File: src/hdl/stepper_pkg.sv
package stepper_pkg;

  localparam int unsigned CLK_HZ        = 25_000_000;
  localparam int unsigned CLK_MHZ       = CLK_HZ / 1_000_000;
  localparam int unsigned STEP_HIGH_NS  = 20_000;
  localparam int unsigned STEP_HIGH_CYC = (STEP_HIGH_NS * CLK_MHZ + 999) / 1000;
  localparam int unsigned MAX_PPS       = 10000;
  localparam int unsigned PHASE_W       = 25;

  localparam int unsigned RATE_W    = 14;
  localparam int unsigned RAMP_W    = 16;
  localparam int unsigned NUM_FLAGS = 8;
  localparam int unsigned PULSE_W   = 10;

  localparam logic [7:0] OFF_CMD    = 8'h00;
  localparam logic [7:0] OFF_RATE   = 8'h04;
  localparam logic [7:0] OFF_RAMP   = 8'h08;
  localparam logic [7:0] OFF_COUNT  = 8'h0c;
  localparam logic [7:0] OFF_TARGET = 8'h10;
  localparam logic [7:0] OFF_POS    = 8'h14;
  localparam logic [7:0] OFF_STATUS = 8'h18;
  localparam logic [7:0] OFF_REMAIN = 8'h1c;
  localparam logic [7:0] OFF_CONFIG = 8'h20;

  localparam int unsigned CMD_REL_BIT   = 0;
  localparam int unsigned CMD_ABS_BIT   = 1;
  localparam int unsigned CMD_ABORT_BIT = 2;
  localparam int unsigned CMD_HOME_BIT  = 3;
  localparam int unsigned CMD_CH_LSB    = 4;
  localparam int unsigned CMD_FLAG_LSB  = 8;
  localparam logic [3:0]  CHANNEL_CTRL  = 4'h1;

  localparam int unsigned STATUS_BUSY_BIT = 0;
  localparam int unsigned STATUS_FLAG_LSB = 8;

  localparam int unsigned CFG_EN_BIT  = 0;
  localparam int unsigned CFG_GP1_BIT = 1;
  localparam int unsigned CFG_GP2_BIT = 2;

  localparam logic [RATE_W-1:0]    RATE_RST   = 14'h0000;
  localparam logic [RAMP_W-1:0]    RAMP_RST   = 16'h0000;
  localparam logic [2:0]           CONFIG_RST = 3'h0;
  localparam logic [NUM_FLAGS-1:0] FLAGS_RST  = 8'h00;

  typedef enum logic [1:0] {ST_IDLE, ST_CALC, ST_RUN} motion_state_t;

endpackage : stepper_pkg

File: src/hdl/stepper_pulse_direction_controller.sv
`timescale 1ns/1ps
`default_nettype none
module stepper_pulse_direction_controller (
  input  wire logic        pclk,
  input  wire logic        presetn,
  input  wire logic [7:0]  paddr,
  input  wire logic        psel,
  input  wire logic        penable,
  input  wire logic        pwrite,
  input  wire logic [31:0] pwdata,
  output logic      [31:0] prdata,
  output logic             pready,
  output logic             pslverr,
  input  wire logic        soft_reset,
  output logic             dout1,
  output logic             dout2
);
  localparam int RW = stepper_pkg::RATE_W;
  localparam int AW = stepper_pkg::RAMP_W;
  localparam int FW = stepper_pkg::NUM_FLAGS;
  localparam int PW = stepper_pkg::PULSE_W;
  localparam logic [PW-1:0] PULSE_CYC = PW'(stepper_pkg::STEP_HIGH_CYC);

  function automatic logic [RW-1:0] base_rate(input logic [RW-1:0] r);
    base_rate = (r < 8) ? RW'(1) : (r >> 3);
  endfunction : base_rate

  function automatic logic [31:0] magnitude(input logic neg, input logic [31:0] v);
    magnitude = neg ? (~v + 32'h0000_0001) : v;
  endfunction : magnitude

  logic [RW-1:0]       max_rate;
  logic [AW-1:0]       ramp_len;
  logic [31:0]         move_count;
  logic [31:0]         target;
  logic signed [31:0]  position;
  logic [2:0]          config_bits;
  logic [FW-1:0]       done_flags;
  logic [2:0]          flag_sel;
  stepper_pkg::motion_state_t state;
  logic                dir_neg;
  logic [31:0]         remain;
  logic [AW-1:0]       done_steps;
  logic [RW-1:0]       cur_rate;
  logic                div_start;
  logic [PW-1:0]       pulse_cnt;

  // Bus decode
  wire setup    = psel & ~penable;
  wire wr_en    = psel & penable & pready & pwrite & ~pslverr;
  wire hit_cmd  = paddr == stepper_pkg::OFF_CMD;
  wire hit_rate = paddr == stepper_pkg::OFF_RATE;
  wire hit_ramp = paddr == stepper_pkg::OFF_RAMP;
  wire hit_cnt  = paddr == stepper_pkg::OFF_COUNT;
  wire hit_tgt  = paddr == stepper_pkg::OFF_TARGET;
  wire hit_pos  = paddr == stepper_pkg::OFF_POS;
  wire hit_stat = paddr == stepper_pkg::OFF_STATUS;
  wire hit_rem  = paddr == stepper_pkg::OFF_REMAIN;
  wire hit_cfg  = paddr == stepper_pkg::OFF_CONFIG;
  wire mapped   = hit_cmd | hit_rate | hit_ramp | hit_cnt | hit_tgt | hit_pos | hit_stat | hit_rem | hit_cfg;

  wire idle   = state == stepper_pkg::ST_IDLE;
  wire [31:0] status_word = {16'h0000, FW'(done_flags), 7'h00, ~idle};

  wire [31:0] rd_mux =
    hit_rate ? {{(32-RW){1'b0}}, max_rate} :
    hit_ramp ? {{(32-AW){1'b0}}, ramp_len} :
    hit_cnt  ? move_count :
    hit_tgt  ? target :
    hit_pos  ? position :
    hit_stat ? status_word :
    hit_rem  ? remain :
    hit_cfg  ? {29'h0, config_bits} : 32'h0000_0000;

  // Commands
  wire cmd_wr   = wr_en & hit_cmd;
  wire ch_ok    = pwdata[stepper_pkg::CMD_CH_LSB +: 4] == stepper_pkg::CHANNEL_CTRL;
  wire cmd_ok   = cmd_wr & ch_ok;
  wire abort_go = cmd_ok & pwdata[stepper_pkg::CMD_ABORT_BIT];
  wire rel_go   = cmd_ok & idle & ~abort_go & pwdata[stepper_pkg::CMD_REL_BIT];
  wire abs_go   = cmd_ok & idle & ~abort_go & ~rel_go & pwdata[stepper_pkg::CMD_ABS_BIT];
  wire home_go  = cmd_ok & idle & pwdata[stepper_pkg::CMD_HOME_BIT];
  wire move_go  = rel_go | abs_go;
  wire [2:0] new_flag = pwdata[stepper_pkg::CMD_FLAG_LSB +: 3];

  // Absolute target against present position, one bit wider to avoid overflow
  wire signed [32:0] abs_diff = {target[31], target} - {position[31], position};
  wire        abs_neg = abs_diff[32];
  wire [31:0] abs_mag = magnitude(abs_neg, abs_diff[31:0]);
  wire        rel_neg = move_count[31];
  wire [31:0] rel_mag = magnitude(rel_neg, move_count);
  wire        go_neg  = rel_go ? rel_neg : abs_neg;
  wire [31:0] go_mag  = rel_go ? rel_mag : abs_mag;

  // Profile point: steps from the nearer end, capped at the ramp length
  wire [31:0]   rem_m1  = remain - 32'h0000_0001;
  wire [AW-1:0] to_end  = (rem_m1 > 32'(ramp_len)) ? ramp_len : rem_m1[AW-1:0];
  wire [AW-1:0] ramp_pt = (done_steps < to_end) ? done_steps : to_end;
  wire [RW-1:0] base    = base_rate(max_rate);
  wire [RW-1:0] span    = max_rate - base;
  wire [31:0]   div_num = 32'(span) * 32'(ramp_pt);
  wire          flat    = ramp_len == '0;
  wire          div_done;
  wire [31:0]   div_quo;
  wire          tick;

  serial_divider #(
    .NUM_W (32),
    .DEN_W (AW)
  ) u_div (
    .pclk    (pclk),
    .presetn (presetn),
    .start   (div_start),
    .num     (div_num),
    .den     (ramp_len),
    .done    (div_done),
    .quo     (div_quo)
  );

  phase_step_gen #(
    .RATE_W  (RW),
    .PHASE_W (stepper_pkg::PHASE_W)
  ) u_gen (
    .pclk    (pclk),
    .presetn (presetn),
    .clear   (move_go),
    .run     (state == stepper_pkg::ST_RUN),
    .rate    (cur_rate),
    .tick    (tick)
  );

  wire last_step = remain == 32'h0000_0001;

  // Bus answer: one setup, one access cycle, no wait states
  always_ff @(posedge pclk or negedge presetn) begin
    if (!presetn) begin
      pready  <= 1'b0;
      pslverr <= 1'b0;
      prdata  <= 32'h0000_0000;
    end else begin
      pready  <= setup;
      pslverr <= setup & ~mapped;
      prdata  <= (setup & ~pwrite) ? rd_mux : 32'h0000_0000;
    end
  end

  // Profile settings are cleared by power-on reset only, never by soft reset
  always_ff @(posedge pclk or negedge presetn) begin
    if (!presetn) begin
      max_rate    <= stepper_pkg::RATE_RST;
      ramp_len    <= stepper_pkg::RAMP_RST;
      move_count  <= 32'h0000_0000;
      target      <= 32'h0000_0000;
      config_bits <= stepper_pkg::CONFIG_RST;
    end else begin
      if (wr_en & hit_rate)
        max_rate <= pwdata[RW-1:0];
      if (wr_en & hit_ramp)
        ramp_len <= pwdata[AW-1:0];
      if (wr_en & hit_cnt)
        move_count <= pwdata;
      if (wr_en & hit_tgt)
        target <= pwdata;
      if (wr_en & hit_cfg)
        config_bits <= pwdata[2:0];
    end
  end

  // Motion sequencer
  always_ff @(posedge pclk or negedge presetn) begin
    if (!presetn) begin
      state      <= stepper_pkg::ST_IDLE;
      dir_neg    <= 1'b0;
      remain     <= 32'h0000_0000;
      done_steps <= '0;
      cur_rate   <= '0;
      div_start  <= 1'b0;
      flag_sel   <= 3'h0;
      done_flags <= stepper_pkg::FLAGS_RST;
      position   <= 32'sh0000_0000;
    end else if (soft_reset) begin
      state      <= stepper_pkg::ST_IDLE;
      remain     <= 32'h0000_0000;
      div_start  <= 1'b0;
      done_flags <= stepper_pkg::FLAGS_RST;
    end else begin
      div_start <= 1'b0;
      if (home_go)
        position <= 32'sh0000_0000;
      if (abort_go) begin
        state  <= stepper_pkg::ST_IDLE;
        remain <= 32'h0000_0000;
      end else begin
        case (state)
          stepper_pkg::ST_IDLE: begin
            if (move_go) begin
              flag_sel   <= new_flag;
              dir_neg    <= go_neg;
              remain     <= go_mag;
              done_steps <= '0;
              if (go_mag == 32'h0000_0000)
                done_flags[new_flag] <= 1'b1;
              else begin
                done_flags[new_flag] <= 1'b0;
                state                <= stepper_pkg::ST_CALC;
                div_start            <= 1'b1;
              end
            end
          end
          stepper_pkg::ST_CALC: begin
            // Flat profile skips the divider, which cannot divide by zero
            if (flat) begin
              cur_rate <= max_rate;
              state    <= stepper_pkg::ST_RUN;
            end else if (div_done) begin
              cur_rate <= base + div_quo[RW-1:0];
              state    <= stepper_pkg::ST_RUN;
            end
          end
          stepper_pkg::ST_RUN: begin
            if (tick) begin
              position   <= dir_neg ? position - 32'sd1 : position + 32'sd1;
              remain     <= remain - 32'h0000_0001;
              done_steps <= (done_steps == ramp_len) ? done_steps : done_steps + 1'b1;
              if (last_step) begin
                state                <= stepper_pkg::ST_IDLE;
                done_flags[flag_sel] <= 1'b1;
              end else begin
                state     <= stepper_pkg::ST_CALC;
                div_start <= ~flat;
              end
            end
          end
          default: state <= stepper_pkg::ST_IDLE;
        endcase
      end
    end
  end

  // Step pulse width; an abort lets a started pulse finish so the driver sees no runt
  always_ff @(posedge pclk or negedge presetn) begin
    if (!presetn)
      pulse_cnt <= '0;
    else if (state == stepper_pkg::ST_RUN && tick && !abort_go && !soft_reset)
      pulse_cnt <= PULSE_CYC;
    else if (pulse_cnt != '0)
      pulse_cnt <= pulse_cnt - 1'b1;
  end

  // Output pins
  always_ff @(posedge pclk or negedge presetn) begin
    if (!presetn) begin
      dout1 <= 1'b0;
      dout2 <= 1'b0;
    end else if (config_bits[stepper_pkg::CFG_EN_BIT]) begin
      // Direction waits out a running pulse; a new move may start during the last one
      if (pulse_cnt == '0)
        dout1 <= dir_neg;
      dout2 <= pulse_cnt != '0;
    end else begin
      dout1 <= config_bits[stepper_pkg::CFG_GP1_BIT];
      dout2 <= config_bits[stepper_pkg::CFG_GP2_BIT];
    end
  end
endmodule : stepper_pulse_direction_controller
`default_nettype wire

File: src/hdl/serial_divider.sv
`timescale 1ns/1ps
`default_nettype none
module serial_divider #(
  parameter int NUM_W = 32,
  parameter int DEN_W = 16
) (
  input  wire logic             pclk,
  input  wire logic             presetn,
  input  wire logic             start,
  input  wire logic [NUM_W-1:0] num,
  input  wire logic [DEN_W-1:0] den,
  output logic                  done,
  output logic      [NUM_W-1:0] quo
);
  localparam int CNT_W = $clog2(NUM_W + 1);

  logic [DEN_W-1:0] rem;
  logic [CNT_W-1:0] cnt;
  logic             busy;

  // Remainder stays below the divisor, so one extra bit covers the shift
  wire [DEN_W:0] trial = {rem, quo[NUM_W-1]};
  wire           fits  = trial >= {1'b0, den};
  wire [DEN_W:0] diff  = trial - {1'b0, den};

  always_ff @(posedge pclk or negedge presetn) begin
    if (!presetn) begin
      rem  <= '0;
      quo  <= '0;
      cnt  <= '0;
      busy <= 1'b0;
      done <= 1'b0;
    end else if (start) begin
      rem  <= '0;
      quo  <= num;
      cnt  <= CNT_W'(NUM_W);
      busy <= 1'b1;
      done <= 1'b0;
    end else if (busy) begin
      rem  <= fits ? diff[DEN_W-1:0] : trial[DEN_W-1:0];
      quo  <= {quo[NUM_W-2:0], fits};
      cnt  <= cnt - 1'b1;
      busy <= cnt != 1;
      done <= cnt == 1;
    end else begin
      done <= 1'b0;
    end
  end
endmodule : serial_divider
`default_nettype wire

File: src/hdl/phase_step_gen.sv
`timescale 1ns/1ps
`default_nettype none
module phase_step_gen #(
  parameter int RATE_W  = stepper_pkg::RATE_W,
  parameter int PHASE_W = stepper_pkg::PHASE_W
) (
  input  wire logic              pclk,
  input  wire logic              presetn,
  input  wire logic              clear,
  input  wire logic              run,
  input  wire logic [RATE_W-1:0] rate,
  output logic                   tick
);
  localparam logic [PHASE_W:0] MODULUS = (PHASE_W + 1)'(stepper_pkg::CLK_HZ);

  // Exact average rate: add pps each clock, wrap at one second of clocks
  logic [PHASE_W-1:0] acc;
  wire  [PHASE_W:0]   sum  = {1'b0, acc} + (PHASE_W + 1)'(rate);
  wire                wrap = sum >= MODULUS;
  wire  [PHASE_W:0]   left = sum - MODULUS;

  always_ff @(posedge pclk or negedge presetn) begin
    if (!presetn) begin
      acc  <= '0;
      tick <= 1'b0;
    end else if (clear) begin
      acc  <= '0;
      tick <= 1'b0;
    end else if (run) begin
      acc  <= wrap ? left[PHASE_W-1:0] : sum[PHASE_W-1:0];
      tick <= wrap;
    end else begin
      tick <= 1'b0;
    end
  end
endmodule : phase_step_gen
`default_nettype wire

File: config.mk
export PLATFORM = sky130hd
export DESIGN_NAME = stepper_pulse_direction_controller
export DESIGN_NICKNAME = d
export VERILOG_FILES = /design/src/hdl/stepper_pkg.sv /design/src/hdl/stepper_pulse_direction_controller.sv /design/src/hdl/serial_divider.sv /design/src/hdl/phase_step_gen.sv
export SDC_FILE = /design/constraint.sdc
export NUM_CORES = 2
export LEC_CHECK = 0
export CAP_MARGIN = 20
export CORE_MARGIN = 8
export CORE_UTILIZATION = 30
export DETAILED_ROUTE_END_ITERATION = 10
export DONT_BUFFER_PORTS = 1
export PLACE_DENSITY = 0.51
export SYNTH_ARGS = -nofsm -noshare
export SYNTH_HDL_FRONTEND = slang
export SYNTH_SLANG_ARGS = --single-unit
File: constraint.sdc
create_clock -name pclk -period 22.4 [get_ports pclk]
set_input_delay 1.12 -clock pclk [delete_from_list [all_inputs] [get_ports pclk]]
set_output_delay 1.12 -clock pclk [all_outputs]
set_load 0.005 [all_outputs]
; Word level (Yosys, flattened, before mapping)
; Cells that the tools add are included.
[word_totals]
regBits = 334
latchBits = 0
ram_bits = 0
rom_bits = 0
inputBits = 46
out_inout_bits = 36
n_memories = 0
[classes]
add_sub_neg = 14
n_mul = 1
n_div = 0
order_cmp = 9
n_eq_ne = 27
shifts = 0
mux = 80
n_bitwise = 45
n_reduce_logical = 26
[ops]
columns = operator, count
row1 = two-way mux 32 bit, 22
row2 = two-way mux 16 bit, 8
row3 = two-way mux 25 bit, 3
row4 = adder 32 x 1 -> 32 bit (second input constant), 2
row5 = NOT 32 bit, 2
row6 = one-hot mux 32 bit (2 select lines), 1
row7 = two-way mux 8 bit, 6
row8 = subtractor 32 x 32 -> 33 bit, 1
row9 = adder 32 x 2 -> 32 bit (second input constant), 1
row10 = == test 32 x 1 -> 1 bit (second input constant), 1
row11 = == test 8 x 5 -> 1 bit (second input constant), 4
row12 = greater-than comparator 32 x 16 -> 1 bit, 1
row13 = logical NOT 32 bit, 1
row14 = one-hot mux 16 bit (2 select lines), 1
row15 = subtractor 32 x 1 -> 32 bit (second input constant), 1
row16 = subtractor 32 x 2 -> 32 bit (second input constant), 1
row17 = multiplier 14 x 16 -> 30 bit, 1
row18 = two-way mux 14 bit, 2
row19 = adder 25 x 14 -> 26 bit, 1
row20 = >= comparator 26 x 25 -> 1 bit (second input constant), 1
row21 = subtractor 25 bit (second input constant), 1
row22 = AND 1 bit, 21
row23 = two-way mux 10 bit, 2
row24 = two-way mux 1 bit, 19
row25 = other kinds (54), 98

; Depth between registers and ports, before layout
[logic_depth]
word_depth = 18
ltp_mapped = 56
depth_no_buf = 53

; Modules after synthesis
; Synthesis repeated with hierarchy kept, for this count alone.
[unflattened]
hier_cells = 3995
hier_area_um2 = 33773.6
[modules_own_cells]
columns = mod, n_inst, cells_per_inst, area_each_um2
row1 = stepper_pulse_direction_controller, 1, 3233, 27197.3
row2 = serial_divider, 1, 377, 3538.4
row3 = phase_step_gen, 1, 385, 3037.9

; Worst setup path after synthesis
; No wires, ideal clock.
[synth_timing]
kind = reg-to-reg
start = register remain[2]
end = register u_div.quo[29]
setup_time_ps = 137
arrival_time_ps = 11654
t_required_ps = 22263
setup_slack_ps = 10608
stages_incl_launch_ff = 55
n_path_buf = 4
period_less_slack_ps = 11792
path_cell_list = dfrtp_1 nor3_1 nand2_1 or3_1 or3_1 clkbuf_1 nor2_1 xor2_1 ha_1 a21o_1 a21o_1 a21oi_1 nand2_1 a211oi_1 o31ai_4 buf_2 mux2_2 inv_1 [19 not listed] fa_1 fa_1 fa_1 inv_1 fa_1 inv_1 ha_1 or4_1 a21oi_1 o2bb2ai_1 a31oi_1 a2111oi_0 nor2_1 o21ai_0 a21oi_1 a21oi_1 xnor2_1 a21oi_1
[synth_via]
elab_chain_len = 7
[synth_lines]
columns = item, line
row1 = "start, declared", stepper_pulse_direction_controller.sv:42  ; logic [31:0] remain;
row2 = "start signal, assigned", stepper_pulse_direction_controller.sv:199  ; remain <= go_mag;
row3 = "start signal, assigned", stepper_pulse_direction_controller.sv:223  ; remain <= remain - 32'h0000_0001;
row4 = subtractor 32 x 1 -> 32 bit (*), stepper_pulse_direction_controller.sv:96  ; wire [31:0] rem_m1 = remain - 32'h0000_0001;
row5 = greater-than comparator 32 x 16 -> 1 bit, stepper_pulse_direction_controller.sv:97  ; wire [AW-1:0] to_end = (rem_m1 > 32'(ramp_len)) ? ramp_len : rem_m1[AW-1:0];
row6 = two-way mux 16 bit (*), stepper_pulse_direction_controller.sv:97
row7 = < comparator 16 bit, stepper_pulse_direction_controller.sv:98  ; wire [AW-1:0] ramp_pt = (done_steps < to_end) ? done_steps : to_end;
row8 = two-way mux 16 bit (*), stepper_pulse_direction_controller.sv:98
row9 = multiplier 14 x 16 -> 30 bit (*), stepper_pulse_direction_controller.sv:101  ; wire [31:0] div_num = 32'(span) * 32'(ramp_pt);
row10 = two-way mux 32 bit (*), serial_divider.sv:33  ; end else if (start) begin
row11 = "end signal, assigned", serial_divider.sv:35  ; quo <= num;
row12 = "end signal, assigned", serial_divider.sv:41  ; quo <= {quo[NUM_W-2:0], fits};
row13 = "end, declared", serial_divider.sv:13  ; output logic [NUM_W-1:0] quo
; Mark *: on every way between the ends. The rest lies on a longest branch, timed or not.
; A chain may end at the register's enable or synchronous reset.

; Worst setup path in the final report
; Ends and elaborated chain as after synthesis.

==> impl_metrics.tcl <==
set metrics [dict create \
    outcome "finished, violations left" \
    violations "slew limit" \
    finalPower_mw 2.47 \
    period_share_pct 59.1 \
    finalSetupViolCount 0 \
    synth_most_common_cell "nand2_1" \
    wl_mm 109 \
    end_kind "flip-flop" \
    synth-async-reset-ratio_pct 100 \
    synth_common_cells "439 x nand2_1, 354 x inv_1, 334 x dfrtp_1" \
    dpl.hpwl_mm 83.2 \
    drive_gt1_share_pct 7.83 \
    ys_ff_latch 334 \
    dieArea_um2 122000 \
    clockBufferDepth 3 \
    wl_per_cell_um 20.4 \
    rrSetupSlack_ns 9.16 \
    antenna_found_initial 3 \
    p_leak_nw 16.9 \
    path_class "reg -> reg" \
    yosysTopAreaCellShare_pct 25.1 \
    drc_errors 0 \
    slew_viol_final 72 \
    r2r-start "remain[2]$_DFFE_PN0P_" \
    pin_count 82 \
    fp.dieW_um 349 \
    die_height_um 349 \
    path_common_cell "a21oi_1" \
    h-tree-depth 2 \
    grt_usage_pct 17.4 \
    num_vias 28206 \
    dpl-instance-area_um2 34800 \
    synth-edff-count 0 \
    core.rowCount 122 \
    worst-path-max-fanout 28 \
    grt_max_degree 335 \
    finClkSkew_ns 0.0378 \
    crit_arrival_ns 13.66 \
    fp.coreArea_um2 111000 \
    syn_inst 3926 \
    final_design_area_no_fill_um2 36300 \
    rr_worst_depth 52 \
    cts-buffers-inserted 42 \
    yosysTopAreaCell "dfrtp_1" \
    synth-main-ff-cell "dfrtp_1" \
    yosysSeqAreaShare_pct 25.1 \
    ctsResizeCount 0 \
    nets 4289 \
    drtAntennaViolNets 0 \
    critPathTopFamily "adder cells" \
    start_kind "flip-flop" \
    p_per_area_nw_per_um2 68.0 \
    critPathBufInv 5 \
    cts_hold_buf 0 \
    max_cap_viol_count 0 \
    period_minus_slack_ns 13.24 \
    grt_pass1_vias 27793 \
    syn_avg_cell_area_um2 8.50 \
    gp_congestion 0.909 \
    dr.pass1.iters 5 \
    finalHoldViolations 0 \
    start_util_pct 30.2 \
    syn_area_um2 33400 \
    dr.first_iter.drc_count 2116 \
    holdCritPathClass "in -> async" \
    yosysWarnings 0 \
    slowest_stage "mux2i_2" \
    insertion_delay_ns 0.60 \
    synth_cell_types 96 \
    max_slew_margin_pct -5.85 \
    clkSlewWorstSetupHoldPaths_ns 0.06 \
    crit_path_max_incr_delay_ns 0.59 \
    syn_nets 4392 \
    peakVddDrop_uv 57.7 \
    cts_root_buf "clkbuf_16" \
    required_ns 22.83 \
    area_growth_pct 8.95 \
    fin_setup_tns_ns 0 \
    ys_top_cells_by_area "dfrtp_1 25%, fa_1 10%, ha_1 9.3%" \
    via_per_inst 5.28 \
    rsz0062_at_grt "false" \
    max_freq_mhz 75.5 \
    fillers 11713 \
    grt_pass1_wl_mm 169 \
    timing.rr.end "u_div.quo[29]$_DFFE_PN0P_" \
    cts_tree "yes" \
    gr-total-overflow 0 \
    clkSinkCount 334 \
    portBuffers 0 \
    worstMarginPinSlew_ns 1.59 \
    cts_setup_buffers 0 \
]
state kept, by name, summed over array words and instances, names as in the netlist, 14 cells and up:
| signal | count |
|---|---|
| remain | 32 |
| prdata | 32 |
| u_gen.acc | 25 |
| move_count | 32 |
| u_div.quo | 32 |
| max_rate | 14 |
| u_div.rem | 16 |
| done_steps | 16 |
| position | 32 |
| cur_rate | 14 |
| target | 32 |
| ramp_len | 16 |
power by group:
group / switching, mW / total (mW) / internal, mW
Sequential: 0.0671 / 0.733 / 0.666
Clock: 0.299 / 0.730 / 0.431
Combinational: 0.565 / 1.01 / 0.443
stage by stage:
step	cells	utilization (%)	setup slack [ns]	hold WS [ns]
2_1_floorplan	3926	-	10.61	0.454
3_3_place_gp	5266	31.5	9.53	0.471
3_5_place_dp	5266	31.5	9.34	0.481
4_1_cts	5343	32.9	9.30	0.205
5_1_grt	5344	32.9	8.36	0.234
6_report	5347	32.9	9.16	0.263
cell families after synthesis:
family,count (synthesis),share of synthesized area (%)
AND/OR/NAND/NOR,1253,17.8
AO/OA/AOI/OAI,932,18.0
buffers and inverters,549,6.34
adder cells (fa/ha/maj),420,19.6
flip-flops,334,25.1
XOR/XNOR,245,6.43
multiplexers,193,6.75
cells in the final DEF, fill, tap and decap left out, drive strengths merged, types with 106 or more instances in the layout:
cell	n
a21oi	203
dfrtp	334
fa	171
ha	249
inv	356
mux2	106
nand2	439
nor2	324
o21ai	305
xnor2	150
worst reg2reg max path: cells and delay by family, from the launching register on:
| kind | cells | cell delay (ns) |
|---|---|---|
| buf+inv | 5 | 0.55 |
| fa+ha+maj | 9 | 4.06 |
| flops | 1 | 0.47 |
| compound gates | 20 | 4.04 |
| mux | 2 | 0.98 |
| simple gates | 14 | 2.53 |
| xor+xnor | 2 | 0.48 |
how the worst max path moves through the flow:
stage,start,endpoint,slack [ns],cells after the start
finish,remain[2]$_DFFE_PN0P_,u_div.quo[29]$_DFFE_PN0P_,9.16,52
global route,remain[2]$_DFFE_PN0P_,u_div.quo[28]$_DFFE_PN0P_,8.36,52
CTS,remain[11]$_DFFE_PN0P_,u_div.quo[29]$_DFFE_PN0P_,9.30,48
detailed placement,remain[11]$_DFFE_PN0P_,u_div.quo[29]$_DFFE_PN0P_,9.34,48
global placement,remain[11]$_DFFE_PN0P_,u_div.quo[28]$_DFFE_PN0P_,9.53,48
floorplan,remain[2]$_DFFE_PN0P_,u_div.quo[29]$_DFFE_PN0P_,10.61,54
layout make-up:
| class | instances | area (µm²) | share of cell area (%) |
|---|---|---|---|
| multi-input combinational | 3043 | 22900 | 63.2 |
| sequential | 334 | 8360 | 23.0 |
| tap | 1488 | 1860 | 5.12 |
| inverter | 355 | 1330 | 3.67 |
| clock buffer | 58 | 1220 | 3.36 |
| timing repair buffer | 47 | 360 | 0.992 |
| clock inverter | 19 | 245 | 0.675 |
| antenna | 3 | 7.51 | 0.0207 |
routing by layer:
metal  wire, µm  up-vias  GRT usage (%)
li1           -    13466              -
met1      51400    13842           24.6
met2      47500      736           27.2
met3       7440      162           3.51
met4       2690        0           4.30
met5          0        -              0
Power figures use the tool's default switching activity.
